$ cat src/deg_pkg.sv
/*
  Package for the dual-edge GPIO I/O logic: register offsets, control and
  status field positions, reset values and capture buffer sizes.
  Assumes a 32-bit APB slave with byte addresses on an 8-bit offset bus.
*/
package deg_pkg;
  localparam int unsigned DEG_AW           = 8;
  localparam int unsigned DEG_DW           = 32;
  localparam logic [7:0]  DEG_OFS_CTRL     = 8'h00;
  localparam logic [7:0]  DEG_OFS_STATUS   = 8'h04;
  localparam logic [7:0]  DEG_OFS_DATA     = 8'h08;

  // control register fields
  localparam int unsigned DEG_CW           = 12;
  localparam int unsigned DEG_C_IN_REG     = 0;
  localparam int unsigned DEG_C_IN_NEG     = 1;
  localparam int unsigned DEG_C_IN_DUAL    = 2;
  localparam int unsigned DEG_C_IN_RESYNC  = 3;
  localparam int unsigned DEG_C_OUT_REG    = 4;
  localparam int unsigned DEG_C_OUT_NEG    = 5;
  localparam int unsigned DEG_C_OUT_DUAL   = 6;
  localparam int unsigned DEG_C_OUT_RESYNC = 7;
  localparam int unsigned DEG_C_OE_REG     = 8;
  localparam int unsigned DEG_C_OUT_INV    = 9;
  localparam int unsigned DEG_C_SE_PAIR    = 10;
  localparam int unsigned DEG_C_PULLDN     = 11;
  localparam logic [11:0] DEG_CTRL_RST     = 12'h000;

  // status register fields
  localparam int unsigned DEG_S_RX_RISE    = 0;
  localparam int unsigned DEG_S_RX_FALL    = 1;
  localparam int unsigned DEG_S_PAD        = 2;
  localparam int unsigned DEG_S_OVF        = 3;
  localparam int unsigned DEG_S_EMPTY      = 4;
  localparam int unsigned DEG_S_CNT_LO     = 5;

  // capture buffer
  localparam int unsigned DEG_FIFO_W       = 2;
  localparam int unsigned DEG_FIFO_D       = 16;
endpackage

$ cat src/deg_gpio_io.sv
/*
  I/O logic of one general-purpose pin with single and dual-edge registers,
  resync option, output inversion and an unregistered bypass input.
  Assumes rx_reg_clock and tx_reg_clock are much slower than pclk; their
  edges are found after a two-stage synchroniser. APB slave, zero wait.
*/
// Design decisions made here: the placing of the registers and the APB register port.
// Contract
// RULE1: single rate uses only first input bit
// RULE2: dual input: rise sample bit0, fall bit1
// RULE3: dual output: bit0 at rise, bit1 fall
// RULE4: output enable optionally registered
// RULE5: output clock drives data and enable registers
// RULE6: input registers use separate input clock
// RULE7: unregistered bypass input when no register
// RULE8: dual mode exchanges two-bit word
// RULE9: normal dual mode passes bits unaligned
// RULE10: resync aligns both bits to rising edge
// RULE11: resync delays fall sample half cycle
// RULE12: single-ended pair: no dual, no pulldown
// RULE13: edge selectable, paths registered independently
// RULE14: optional output register inversion
// RULE15: registers hold between edges; bypass combinational
`timescale 1ns/1ps
`default_nettype none
module deg_gpio_io (
  // clock and reset
  input  wire logic                        pclk,
  input  wire logic                        presetn,
  // apb slave
  input  wire logic [deg_pkg::DEG_AW-1:0]  paddr,
  input  wire logic                        psel,
  input  wire logic                        penable,
  input  wire logic                        pwrite,
  input  wire logic [deg_pkg::DEG_DW-1:0]  pwdata,
  output logic                             pready,
  output logic [deg_pkg::DEG_DW-1:0]       prdata,
  output logic                             pslverr,
  // core side
  input  wire logic                        rx_reg_clock,
  input  wire logic                        tx_reg_clock,
  output logic                             rx_bit_rise,
  output logic                             rx_bit_fall,
  output logic                             bypass_input,
  input  wire logic                        tx_bit_rise,
  input  wire logic                        tx_bit_fall,
  input  wire logic                        tx_oe,
  // pad
  input  wire logic                        pad_i,
  output logic                             pad_o,
  output logic                             pad_oe,
  output logic                             pad_pulldown
);
  import deg_pkg::*;

  localparam int unsigned CNTW = $clog2(DEG_FIFO_D) + 1;

  logic [DEG_CW-1:0]     ctrl_r;
  logic                  ovf_r;
  logic                  rx_s1_r, rx_s2_r, rx_s3_r;
  logic                  tx_s1_r, tx_s2_r, tx_s3_r;
  logic                  pad_s1_r, pad_s2_r;
  logic                  rx_rise, rx_fall, tx_rise, tx_fall, rx_ev, tx_ev;
  logic                  in_reg, in_dual, in_resync;
  logic                  out_reg, out_dual, out_resync, out_inv, oe_reg;
  logic                  rx0_r, rx1_r, fall_hold_r;
  logic                  tx0_r, tx1_r, oe_q_r;
  logic                  push_r;
  logic                  push_nxt;
  logic                  f_ready, f_valid, f_pop;
  logic [DEG_FIFO_W-1:0] f_data;
  logic [CNTW-1:0]       f_count;
  logic                  acc, ctrl_wr, stat_wr, data_rd, mapped;

  // configuration decode; a single-ended pair cannot run dual-edge
  assign in_reg     = ctrl_r[DEG_C_IN_REG];
  assign in_dual    = in_reg & ctrl_r[DEG_C_IN_DUAL] & ~ctrl_r[DEG_C_SE_PAIR];       // RULE12
  assign in_resync  = ctrl_r[DEG_C_IN_RESYNC];
  assign out_reg    = ctrl_r[DEG_C_OUT_REG];
  assign out_dual   = out_reg & ctrl_r[DEG_C_OUT_DUAL] & ~ctrl_r[DEG_C_SE_PAIR];     // RULE12
  assign out_resync = ctrl_r[DEG_C_OUT_RESYNC];
  assign out_inv    = ctrl_r[DEG_C_OUT_INV];
  assign oe_reg     = ctrl_r[DEG_C_OE_REG];
  assign pad_pulldown = ctrl_r[DEG_C_PULLDN] & ~ctrl_r[DEG_C_SE_PAIR];             // RULE12

  // apb decode
  assign acc     = psel & penable;
  assign mapped  = (paddr == DEG_OFS_CTRL) | (paddr == DEG_OFS_STATUS) | (paddr == DEG_OFS_DATA);
  assign ctrl_wr = acc & pwrite & (paddr == DEG_OFS_CTRL);
  assign stat_wr = acc & pwrite & (paddr == DEG_OFS_STATUS);
  assign data_rd = acc & ~pwrite & (paddr == DEG_OFS_DATA);
  assign f_pop   = data_rd;
  assign pready  = 1'b1;
  assign pslverr = acc & ~mapped;

  always_comb begin
    prdata = '0;
    if (acc && !pwrite) begin
      case (paddr)
        DEG_OFS_CTRL: begin
          prdata[DEG_CW-1:0] = ctrl_r;
        end
        DEG_OFS_STATUS: begin
          prdata[DEG_S_RX_RISE] = rx_bit_rise;
          prdata[DEG_S_RX_FALL] = rx_bit_fall;
          prdata[DEG_S_PAD]     = pad_s2_r;
          prdata[DEG_S_OVF]     = ovf_r;
          prdata[DEG_S_EMPTY]   = ~f_valid;
          prdata[DEG_S_CNT_LO +: CNTW] = f_count;
        end
        DEG_OFS_DATA: begin
          prdata[DEG_FIFO_W-1:0] = f_valid ? f_data : '0;
        end
        default: begin
          prdata = '0;
        end
      endcase
    end
  end

  always_ff @(posedge pclk or negedge presetn) begin
    if (!presetn) begin
      ctrl_r <= DEG_CTRL_RST;
    end else if (ctrl_wr) begin
      ctrl_r <= pwdata[DEG_CW-1:0];
    end
  end

  // overflow: a lost word in the clearing cycle still sets the flag
  always_ff @(posedge pclk or negedge presetn) begin
    if (!presetn) begin
      ovf_r <= 1'b0;
    end else if (push_r && !f_ready) begin
      ovf_r <= 1'b1;
    end else if (stat_wr && pwdata[DEG_S_OVF]) begin
      ovf_r <= 1'b0;
    end
  end

  // synchronisers; first stage feeds only the second
  always_ff @(posedge pclk or negedge presetn) begin
    if (!presetn) begin
      {rx_s1_r, rx_s2_r, rx_s3_r}    <= 3'h0;
      {tx_s1_r, tx_s2_r, tx_s3_r}    <= 3'h0;
      {pad_s1_r, pad_s2_r}           <= 2'h0;
    end else begin
      {rx_s1_r, rx_s2_r, rx_s3_r}    <= {rx_reg_clock, rx_s1_r, rx_s2_r};
      {tx_s1_r, tx_s2_r, tx_s3_r}    <= {tx_reg_clock, tx_s1_r, tx_s2_r};
      {pad_s1_r, pad_s2_r}           <= {pad_i, pad_s1_r};
    end
  end

  assign rx_rise = rx_s2_r & ~rx_s3_r;
  assign rx_fall = ~rx_s2_r & rx_s3_r;
  assign tx_rise = tx_s2_r & ~tx_s3_r;
  assign tx_fall = ~tx_s2_r & tx_s3_r;
  assign rx_ev   = ctrl_r[DEG_C_IN_NEG] ? rx_fall : rx_rise;                        // RULE13
  assign tx_ev   = ctrl_r[DEG_C_OUT_NEG] ? tx_fall : tx_rise;                       // RULE13

  // input capture, timed only by the input clock
  always_ff @(posedge pclk or negedge presetn) begin                                // RULE6
    if (!presetn) begin
      rx0_r       <= 1'b0;
      rx1_r       <= 1'b0;
      fall_hold_r <= 1'b0;
    end else if (!in_dual) begin
      rx1_r <= 1'b0;                                                               // RULE1
      if (in_reg && rx_ev) begin
        rx0_r <= pad_s2_r;                                                         // RULE15
      end
    end else if (in_resync) begin
      if (rx_fall) begin
        fall_hold_r <= pad_s2_r;
      end
      if (rx_rise) begin
        rx0_r <= pad_s2_r;                                                         // RULE10
        rx1_r <= fall_hold_r;                                                      // RULE11
      end
    end else begin
      if (rx_rise) begin
        rx0_r <= pad_s2_r;                                                         // RULE2
      end
      if (rx_fall) begin
        rx1_r <= pad_s2_r;                                                         // RULE9
      end
    end
  end

  // unregistered path is the synchronised pad level, no edge involved
  assign rx_bit_rise  = in_reg ? rx0_r : pad_s2_r;                                 // RULE15
  assign rx_bit_fall  = rx1_r;                                                     // RULE1
  assign bypass_input = in_reg ? 1'b0 : pad_s2_r;                                  // RULE7

  // push a word once it is complete
  always_comb begin
    push_nxt = 1'b0;
    if (in_dual) begin
      push_nxt = in_resync ? rx_rise : rx_fall;                                    // RULE8
    end else if (in_reg) begin
      push_nxt = rx_ev;
    end
  end

  always_ff @(posedge pclk or negedge presetn) begin
    if (!presetn) begin
      push_r <= 1'b0;
    end else begin
      push_r <= push_nxt;
    end
  end

  // word lost when full; software drains through the data register
  deg_fifo #(
    .WIDTH (DEG_FIFO_W),
    .DEPTH (DEG_FIFO_D)
  ) u_fifo (
    .clk       (pclk),
    .rst_n     (presetn),
    .in_valid  (push_r),
    .in_ready  (f_ready),
    .in_data   ({rx1_r, rx0_r}),
    .out_valid (f_valid),
    .out_ready (f_pop),
    .out_data  (f_data),
    .count     (f_count)
  );

  // output data and enable registers, timed only by the output clock
  always_ff @(posedge pclk or negedge presetn) begin                                // RULE5
    if (!presetn) begin
      tx0_r <= 1'b0;
      tx1_r <= 1'b0;
    end else if (!out_dual) begin
      if (tx_ev) begin
        tx0_r <= tx_bit_rise;                                                      // RULE15
      end
    end else if (out_resync) begin
      if (tx_rise) begin
        tx0_r <= tx_bit_rise;                                                      // RULE10
        tx1_r <= tx_bit_fall;
      end
    end else begin
      if (tx_rise) begin
        tx0_r <= tx_bit_rise;                                                      // RULE9
      end
      if (tx_fall) begin
        tx1_r <= tx_bit_fall;
      end
    end
  end

  always_ff @(posedge pclk or negedge presetn) begin
    if (!presetn) begin
      oe_q_r <= 1'b0;
    end else if (tx_ev) begin
      oe_q_r <= tx_oe;                                                             // RULE5
    end
  end

  // high phase carries the rise bit, low phase the fall bit
  assign pad_o  = out_reg ? (out_inv ^ (out_dual ? (tx_s2_r ? tx0_r : tx1_r) : tx0_r))   // RULE3
                          : tx_bit_rise;                                                  // RULE14
  assign pad_oe = oe_reg ? oe_q_r : tx_oe;                                          // RULE4

  property p_single_fall_zero;
    @(posedge pclk) disable iff (!presetn) !in_dual |=> (rx_bit_fall == 1'b0);
  endproperty
  a_single_fall_zero: assert property (p_single_fall_zero) else $error("fall bit set in single rate"); // RULE1

  property p_dual_rise;
    @(posedge pclk) disable iff (!presetn)
      (in_dual && rx_rise && !ctrl_wr) |=> (rx0_r == $past(pad_s2_r));
  endproperty
  a_dual_rise: assert property (p_dual_rise) else $error("rise sample wrong"); // RULE2

  property p_dual_fall;
    @(posedge pclk) disable iff (!presetn)
      (in_dual && !in_resync && rx_fall) |=> (rx_bit_fall == $past(pad_s2_r));
  endproperty
  a_dual_fall: assert property (p_dual_fall) else $error("fall sample not passed"); // RULE9

  // witness of the last resync fall sample, kept apart from the capture logic
  logic fall_seen_r;
  always_ff @(posedge pclk or negedge presetn) begin
    if (!presetn) begin
      fall_seen_r <= 1'b0;
    end else if (in_dual && in_resync && rx_fall) begin
      fall_seen_r <= pad_s2_r;
    end
  end

  property p_resync_delay;
    @(posedge pclk) disable iff (!presetn)
      (in_dual && in_resync && rx_rise) |=> (rx_bit_fall == $past(fall_seen_r));
  endproperty
  a_resync_delay: assert property (p_resync_delay) else $error("resync fall bit wrong"); // RULE11

  property p_resync_tx;
    @(posedge pclk) disable iff (!presetn)
      (out_dual && out_resync && tx_rise) |=> (tx1_r == $past(tx_bit_fall));
  endproperty
  a_resync_tx: assert property (p_resync_tx) else $error("tx resync missed"); // RULE10

  property p_dual_out;
    @(posedge pclk) disable iff (!presetn)
      (out_dual && !out_inv && tx_rise && !ctrl_wr) |=> (!tx_s2_r || pad_o == $past(tx_bit_rise));
  endproperty
  a_dual_out: assert property (p_dual_out) else $error("rise bit not on pad"); // RULE3

  property p_oe_reg;
    @(posedge pclk) disable iff (!presetn)
      (oe_reg && tx_ev && !ctrl_wr) |=> (pad_oe == $past(tx_oe));
  endproperty
  a_oe_reg: assert property (p_oe_reg) else $error("registered enable wrong"); // RULE4

  property p_invert;
    @(posedge pclk) disable iff (!presetn)
      (out_reg && !out_dual && out_inv && tx_ev && !ctrl_wr) |=> (pad_o == !$past(tx_bit_rise));
  endproperty
  a_invert: assert property (p_invert) else $error("inversion missing"); // RULE14

  property p_in_hold;
    @(posedge pclk) disable iff (!presetn)
      (in_reg && !in_dual && !rx_ev) |=> $stable(rx0_r);
  endproperty
  a_in_hold: assert property (p_in_hold) else $error("input register moved off edge"); // RULE15

  property p_in_clock_only;
    @(posedge pclk) disable iff (!presetn)
      (in_dual && !rx_rise && !rx_fall) |=> ($stable(rx0_r) && $stable(rx1_r));
  endproperty
  a_in_clock_only: assert property (p_in_clock_only) else $error("capture without input edge"); // RULE6

  property p_bypass;
    @(posedge pclk) disable iff (!presetn) (!in_reg && !ctrl_wr) |=> (bypass_input == $past(pad_s1_r));
  endproperty
  a_bypass: assert property (p_bypass) else $error("bypass differs from pad"); // RULE7

  property p_se_pair;
    @(posedge pclk) disable iff (!presetn)
      ctrl_r[DEG_C_SE_PAIR] |-> (!in_dual && !out_dual && !pad_pulldown);
  endproperty
  a_se_pair: assert property (p_se_pair) else $error("dual or pulldown on pair pin"); // RULE12

  property p_word_push;
    @(posedge pclk) disable iff (!presetn)
      (in_dual && !in_resync && rx_fall && !ctrl_wr) |=> push_r;
  endproperty
  a_word_push: assert property (p_word_push) else $error("dual word not pushed"); // RULE8

  c_resync_in: cover property (@(posedge pclk) disable iff (!presetn) in_dual && in_resync && push_r);
  c_dual_out:  cover property (@(posedge pclk) disable iff (!presetn) out_dual && tx_fall);
  c_overflow:  cover property (@(posedge pclk) disable iff (!presetn) push_r && !f_ready);
endmodule
`default_nettype wire

$ cat src/deg_fifo.sv
/*
  Synchronous FIFO holding captured input words.
  Assumes DEPTH is a power of two and one clock for both sides.
*/
`timescale 1ns/1ps
`default_nettype none
module deg_fifo #(
  parameter int unsigned WIDTH = 2,
  parameter int unsigned DEPTH = 16,
  localparam int unsigned AW   = $clog2(DEPTH)
) (
  // clock and reset
  input  wire logic             clk,
  input  wire logic             rst_n,
  // fill side
  input  wire logic             in_valid,
  output logic                  in_ready,
  input  wire logic [WIDTH-1:0] in_data,
  // drain side
  output logic                  out_valid,
  input  wire logic             out_ready,
  output logic [WIDTH-1:0]      out_data,
  // fill level
  output logic [AW:0]           count
);
  logic [WIDTH-1:0] mem [DEPTH];
  logic [AW:0]      wp_r;
  logic [AW:0]      rp_r;

  assign count     = wp_r - rp_r;
  assign in_ready  = (count != (AW+1)'(DEPTH));
  assign out_valid = (count != '0);
  assign out_data  = mem[rp_r[AW-1:0]];

  always_ff @(posedge clk) begin
    if (in_valid && in_ready) begin
      mem[wp_r[AW-1:0]] <= in_data;
    end
  end

  always_ff @(posedge clk or negedge rst_n) begin
    if (!rst_n) begin
      wp_r <= '0;
      rp_r <= '0;
    end else begin
      if (in_valid && in_ready) begin
        wp_r <= wp_r + 1'b1;
      end
      if (out_valid && out_ready) begin
        rp_r <= rp_r + 1'b1;
      end
    end
  end
endmodule
`default_nettype wire

$ cat config.mk
export PLATFORM = sky130hd
export DESIGN_NAME = deg_gpio_io
export DESIGN_NICKNAME = d
export VERILOG_FILES = /design/src/deg_pkg.sv /design/src/deg_gpio_io.sv /design/src/deg_fifo.sv
export SDC_FILE = /design/constraint.sdc
export NUM_CORES = 1
export LEC_CHECK = 0
export ABC_AREA = 1
export BUFFER_PORTS_ARGS = -buffer_cell sky130_fd_sc_hd__buf_2
export CORE_ASPECT_RATIO = 1.2
export CORE_MARGIN = 4
export CORE_UTILIZATION = 25
export CTS_BUF_LIST = sky130_fd_sc_hd__clkbuf_4
export CTS_CLUSTER_DIAMETER = 80
export CTS_CLUSTER_SIZE = 10
export DETAILED_ROUTE_END_ITERATION = 16
export SYNTH_ARGS = -nofsm -noshare
export SYNTH_HDL_FRONTEND = slang
export SYNTH_HIERARCHICAL = 1
export SYNTH_SLANG_ARGS = --single-unit
$ cat constraint.sdc
create_clock -name pclk -period 3.2 [get_ports pclk]
set_input_delay 0.32 -clock pclk [delete_from_list [all_inputs] [get_ports pclk]]
set_output_delay 0.32 -clock pclk [all_outputs]
set_load 0.005 [all_outputs]
== Yosys cells after proc, flatten, opt, wreduce, memory -nomap -nowiden ==
Memory sizes are Yosys's and may differ from the RTL's.
Cells that the tools add are included.
Cells by class
  multiplexer cells: 33
  eq/ne operators: 8
  reductions and logical operators: 19
  add/sub/neg operators: 3
  bitwise logic cells: 27
Operators by type and width (count)
  $mux W1: 28
  $and A1 B1 Y1: 16
  $pmux W8 S2: 1
  $mux W12: 1
  $add A5 B1 Y5 const B: 2
  $eq A8 B3 Y1 const B: 1
  $eq A8 B4 Y1 const B: 1
  $logic_not A8 Y1: 1
  $not A1 Y1: 8
  $reduce_bool A2 Y1: 4
  $logic_and A1 B1 Y1: 6
  $ne A3 B3 Y1 const B: 2
  $pmux W2 S3: 1
  $reduce_and A2 Y1: 3
  $reduce_and A3 Y1: 2
  $ne A5 B5 Y1 const B: 1
  $reduce_bool A5 Y1: 1
  $sub A5 B5 Y5: 1
  $mux W2: 2
  $ne A2 B2 Y1 const B: 2
  $logic_not A1 Y1: 2
  $ne A2 B1 Y1 const B: 1
  $or A1 B1 Y1: 2
  $xor A1 B1 Y1: 1
Word-level totals
  bits in writable memories: 32
  logic and storage cells: 110
  flip-flop bits (word level): 38
  memories: 1
  bits of input ports: 51
Memory list
  u_fifo.mem: depth 16, width 2, rd ports 1, clocked after Yosys merged registers in 0, write ports 1, RTL line deg_fifo.sv:26  | logic [WIDTH-1:0] mem [DEPTH];

== Depth between registers and ports, before layout ==
  depth in word-level cells: 6
  depth in mapped cells: 16
  gate-level depth less buffers: 16

== Modules after synthesis ==
Netlist, hierarchy kept.
Modules (own cells, without submodules)
  deg_fifo: seq. area each 1211.2 um^2, cells an instance 231, instances 1, area each 2177.1 um^2
  deg_gpio_io: seq. area each 700.7 um^2, cells an instance 238, instances 1, area each 1731.7 um^2

== Worst setup path before layout ==
OpenSTA, ideal clock, no wires.
  kind: register -> output
  start: register u_fifo.wp_r[0]
  end: output port prdata[0] in the netlist's numbering
  buffers on the path: 0
  path slack: 0.763 ns
  data required time: 2.880 ns
  data arrival time: 2.117 ns
  cell stages (with the launch flop): 14
  cells stage by stage: dfrtp_1 inv_1 ha_1 inv_1 fa_1 or2_0 nor2_1 nand3_2 nand2_1 inv_1 nand3_1 nand3_1 nand2_1 inv_1
On the way
  word-level cells in the longest chain between the ends: 5
Ends and longest elaborated chain
  start, declared: RTL line deg_fifo.sv:27  | logic [AW:0] wp_r;
  start signal, assigned: RTL line deg_fifo.sv:47  | wp_r <= wp_r + 1'b1;
  $sub A5 B5 Y5: RTL line deg_fifo.sv:30  | assign count = wp_r - rp_r;
  via f_count[1]: RTL line deg_gpio_io.sv:72  | logic [CNTW-1:0] f_count;
  $reduce_bool A5 Y1: RTL line deg_fifo.sv:32  | assign out_valid = (count != '0);
  via f_valid: RTL line deg_gpio_io.sv:70  | logic f_ready, f_valid, f_pop;
  $mux W2: RTL line deg_gpio_io.sv:112  | prdata[DEG_FIFO_W-1:0] = f_valid ? f_data : '0;
  $pmux W2 S3: RTL line deg_gpio_io.sv:99  | case (paddr)
  $mux W12: RTL line deg_gpio_io.sv:98  | if (acc && !pwrite) begin
  end, declared: RTL line deg_gpio_io.sv:37  | output logic [deg_pkg::DEG_DW-1:0] prdata,
The timed path passes the listed nets, and every way through them passes these cells.

== Final worst setup path ==
  start: register u_fifo.wp_r[0]
  end: output port prdata[1] in the netlist's numbering
Same word-level chain as after synthesis.

==> flow_summary_export.csv <==
group,metric,value,unit
status,status,"complete, no violations",
placed_design,place_area,4250,sq um
yosys,async_flop_share,0.543,
setup_path,path_delay_family,"simple AND/OR/NAND/NOR gates",
setup_path,cp-start-kind,"flip-flop",
yosys,yosysUniqueCellTypes,31,
timing,slew-limit-headroom,0.403,
drt,via_count,3094,
clocking,clock_sinks,70,
drt,drt_wl_total,9000,um
clocking,htreeDepth,3,
clocking,worstSkewPairLatency,0.43,ns
global_route,antenna_found_initial,0,
timing,rsz0062_at_grt,"false",
drt,dr.pass1.iters,4,
drt,drc,0,
power,p_per_area,505,nW/um^2
global_route,grt_pass1_wl,14800,um
setup_path,rrSetupSlack,0.68,ns
placed_design,post-place-cells,712,
clocking,cts_tree,"done",
timing,fin_crit,2.99,ns
global_route,overflow,0,
floorplan,core,15100,sq um
yosys,avgSynthCellArea,8.33,sq um
cells_and_area,drive_above_1_share,0.170,
yosys,synth_edf_count,32,
setup_path,arrival,2.67,ns
cells_and_area,nets,585,
cells_and_area,area_delta_synth_final,14.1,%
setup_path,cp_slowest_cell,"fa_1",
yosys,synthFlopType,"dfrtp_1",
floorplan,die_y,145,um
timing,post-route-period-util,0.933,
global_route,grt_pass1_vias,3075,
setup_path,r2r_start,"u_fifo/wp_r[0]",
timing,maxSlewViolCount,0,
setup_path,path_buf_inv,4,
setup_path,crit_path_max_incr_delay,0.46,ns
drt,post_drt_wl_per_cell,12.3,um
placed_design,dp_hpwl,6680,um
timing,max_freq,335,MHz
timing,clock_skew,0.0152,ns
placed_design,gp_congestion,0.809,
clocking,clock_path_buffers,2,
cells_and_area,stdcell_area,4460,sq um
drt,drtIter0Drc,143,
power,leakage,0.00203,uW
floorplan,io_pins,91,
yosys,syn_area,3910,sq um
cells_and_area,stdcell_count,733,
clocking,cts_root_buf,"clkbuf_4",
power,ir_drop,0.000249,V
floorplan,die_area,17700,sq um
yosys,synth_common_cells,"nand2_1 (124), nor2_1 (60), nand3_1 (50), inv_1 (44), dfrtp_1 (38)",
yosys,synth_top_area_share,0.246,
floorplan,die_x,122,um
timing,fin_setup_tns,0,ns
global_route,grt_max_degree,39,
yosys,ys_warn_count,6,
timing,tightestPinTransition,0.896,ns
drt,antenna_left,0,
setup_path,cp-end-kind,"output pin",
setup_path,r2r-end,"u_fifo/mem[15][1]",
yosys,syn_inst,469,
global_route,globalRouteTotalUtil,0.104,
yosys,ys_ff_latch,70,
timing,setup_viol,0,
yosys,synth_top_area_cell,"edfxtp_1",
setup_path,worst-setup-path-type,"reg2out",
clocking,numCtsBuffers,9,
yosys,post-synth-top-count-cell,"nand2_1",
timing,hold_viol,0,
setup_path,r2r_cells,10,
setup_path,path_cells,"inv_2 > ha_1 > inv_1 > fa_1 > or2_0 > nor2_4 > nand3_4 > nand2_1 > nand3b_1 > nand3_1 > nand2_1 > inv_1 > buf_2",
floorplan,start_util,0.258,
setup_path,critPathMaxFanout,9,
yosys,ys_seq_area_frac,0.489,
worst_hold_path,hp-class,"in2async",
floorplan,rows,49,
setup_path,required,2.88,ns
cells_and_area,diodes,0,
clocking,clk_pin_slew,0.12,ns
flow_run,maxCapViolCount,0,
drt,via_per_inst,4.22,
yosys,synthTopCellsByArea,"edfxtp_1 (25%), dfrtp_1 (24%), nand2_1 (12%), nand3_1 (6.4%), nor2_1 (5.8%)",
placed_design,numPortBuffers,49,
sequential cells by signal, summed over array words and instances (netlist names), 5 cells and up:
signal	cells
ctrl_r	12
u_fifo/mem	32
u_fifo/rp_r	5
u_fifo/wp_r	5
layout make-up:
type	count	area, sq um
fill	1654	10700
sequential	70	1910
multi-input combinational	341	1670
timing repair buffer	58	320
tap	204	255
inverter	44	165
clock buffer	11	82.6
clock inverter	5	58.8
power breakdown:
part	internal, uW	switching (uW)	leakage, uW
Combinational	211	380	0.00121
Sequential	1000	76.7	0.000738
Clock	257	325	0.0000751
logic make-up (layout without fill, tap and decap cells):
logic type	Yosys count	count (layout)	share of synthesized area
other cells	2	21	0.00192
compound gates	51	51	0.0743
fa+ha+maj	10	10	0.0339
buf+inv	77	118	0.108
simple gates	251	251	0.275
flops	70	70	0.489
xor+xnor	8	8	0.0179
cells in the final DEF, fill, tap and decap left out, types with 2 or more instances in the layout:
cell type,netlist,layout
nor2_2,3,4
a21oi_2,4,5
nor3_1,2,2
nand2_1,124,124
nor2_1,60,58
nand3_1,50,50
nand2_2,4,4
o211ai_1,6,6
o22ai_1,4,4
buf_4,22,6
xnor2_1,3,3
nand3b_1,3,3
clkbuf_4,0,11
o21ai_0,26,26
conb_1,2,21
nor2_4,1,2
inv_1,44,43
buf_2,7,49
a21oi_1,10,9
dlygate4sd3_1,0,3
dfrtp_1,38,37
ha_1,9,9
edfxtp_1,32,32
nand3_4,1,2
xor2_1,5,5
per-layer routing:
metal | vias up | routed length (um) | GRT usage
li1 | 1584 | - | -
met1 | 1424 | 3770 | 0.122
met2 | 73 | 4580 | 0.182
met3 | 13 | 464 | 0.0237
met4 | 0 | 190 | 0.0392
met5 | - | 0 | 0
worst reg2reg max path: stages (launching register included):
cell	delay, ns
dfrtp_2	0.45
inv_2	0.09
ha_1	0.14
inv_1	0.05
fa_1	0.39
xor2_1	0.31
nor2_4	0.09
buf_4	0.15
nand3_4	0.13
nand2_4	0.15
nor2_1	0.25
how the worst max path moves through the flow:
stage,slack [ns],cells after the start,endpoint,startpoint
global route,0.007,16,prdata[1],u_fifo/wp_r[0]
detailed placement,0.41,14,prdata[0],u_fifo/wp_r[0]
finish,0.21,13,prdata[1],u_fifo/wp_r[0]
floorplan,0.76,13,prdata[0],u_fifo/wp_r[0]
global placement,0.42,10,prdata[4],u_fifo/wp_r[0]
CTS,0.03,14,prdata[0],u_fifo/wp_r[0]
repair_timing:
action                                  in CTS  in global routing
gates resized for setup                      2                  5
endpoints found under the setup margin       3                  3
setup buffers                                0                  2
pin swaps                                    0                  1
hold buffers                                 3                  0
hold endpoints to repair                     3                  0
cloned                                       0                  0
per-stage QoR:
step | setup slack (ns) | total power [uW] | hold slack (ns) | util
floorplan | 0.763 | 1500 | 0.0244 | -
global placement | 0.422 | 1630 | 0.334 | 0.281
detailed placement | 0.409 | 1630 | 0.349 | 0.281
CTS | 0.0277 | 2240 | 0.00730 | 0.293
global route | 0.00711 | 2400 | 0.0356 | 0.295
finish | 0.214 | 2250 | 0.0105 | 0.295
Power figures use the tool's default switching activity.
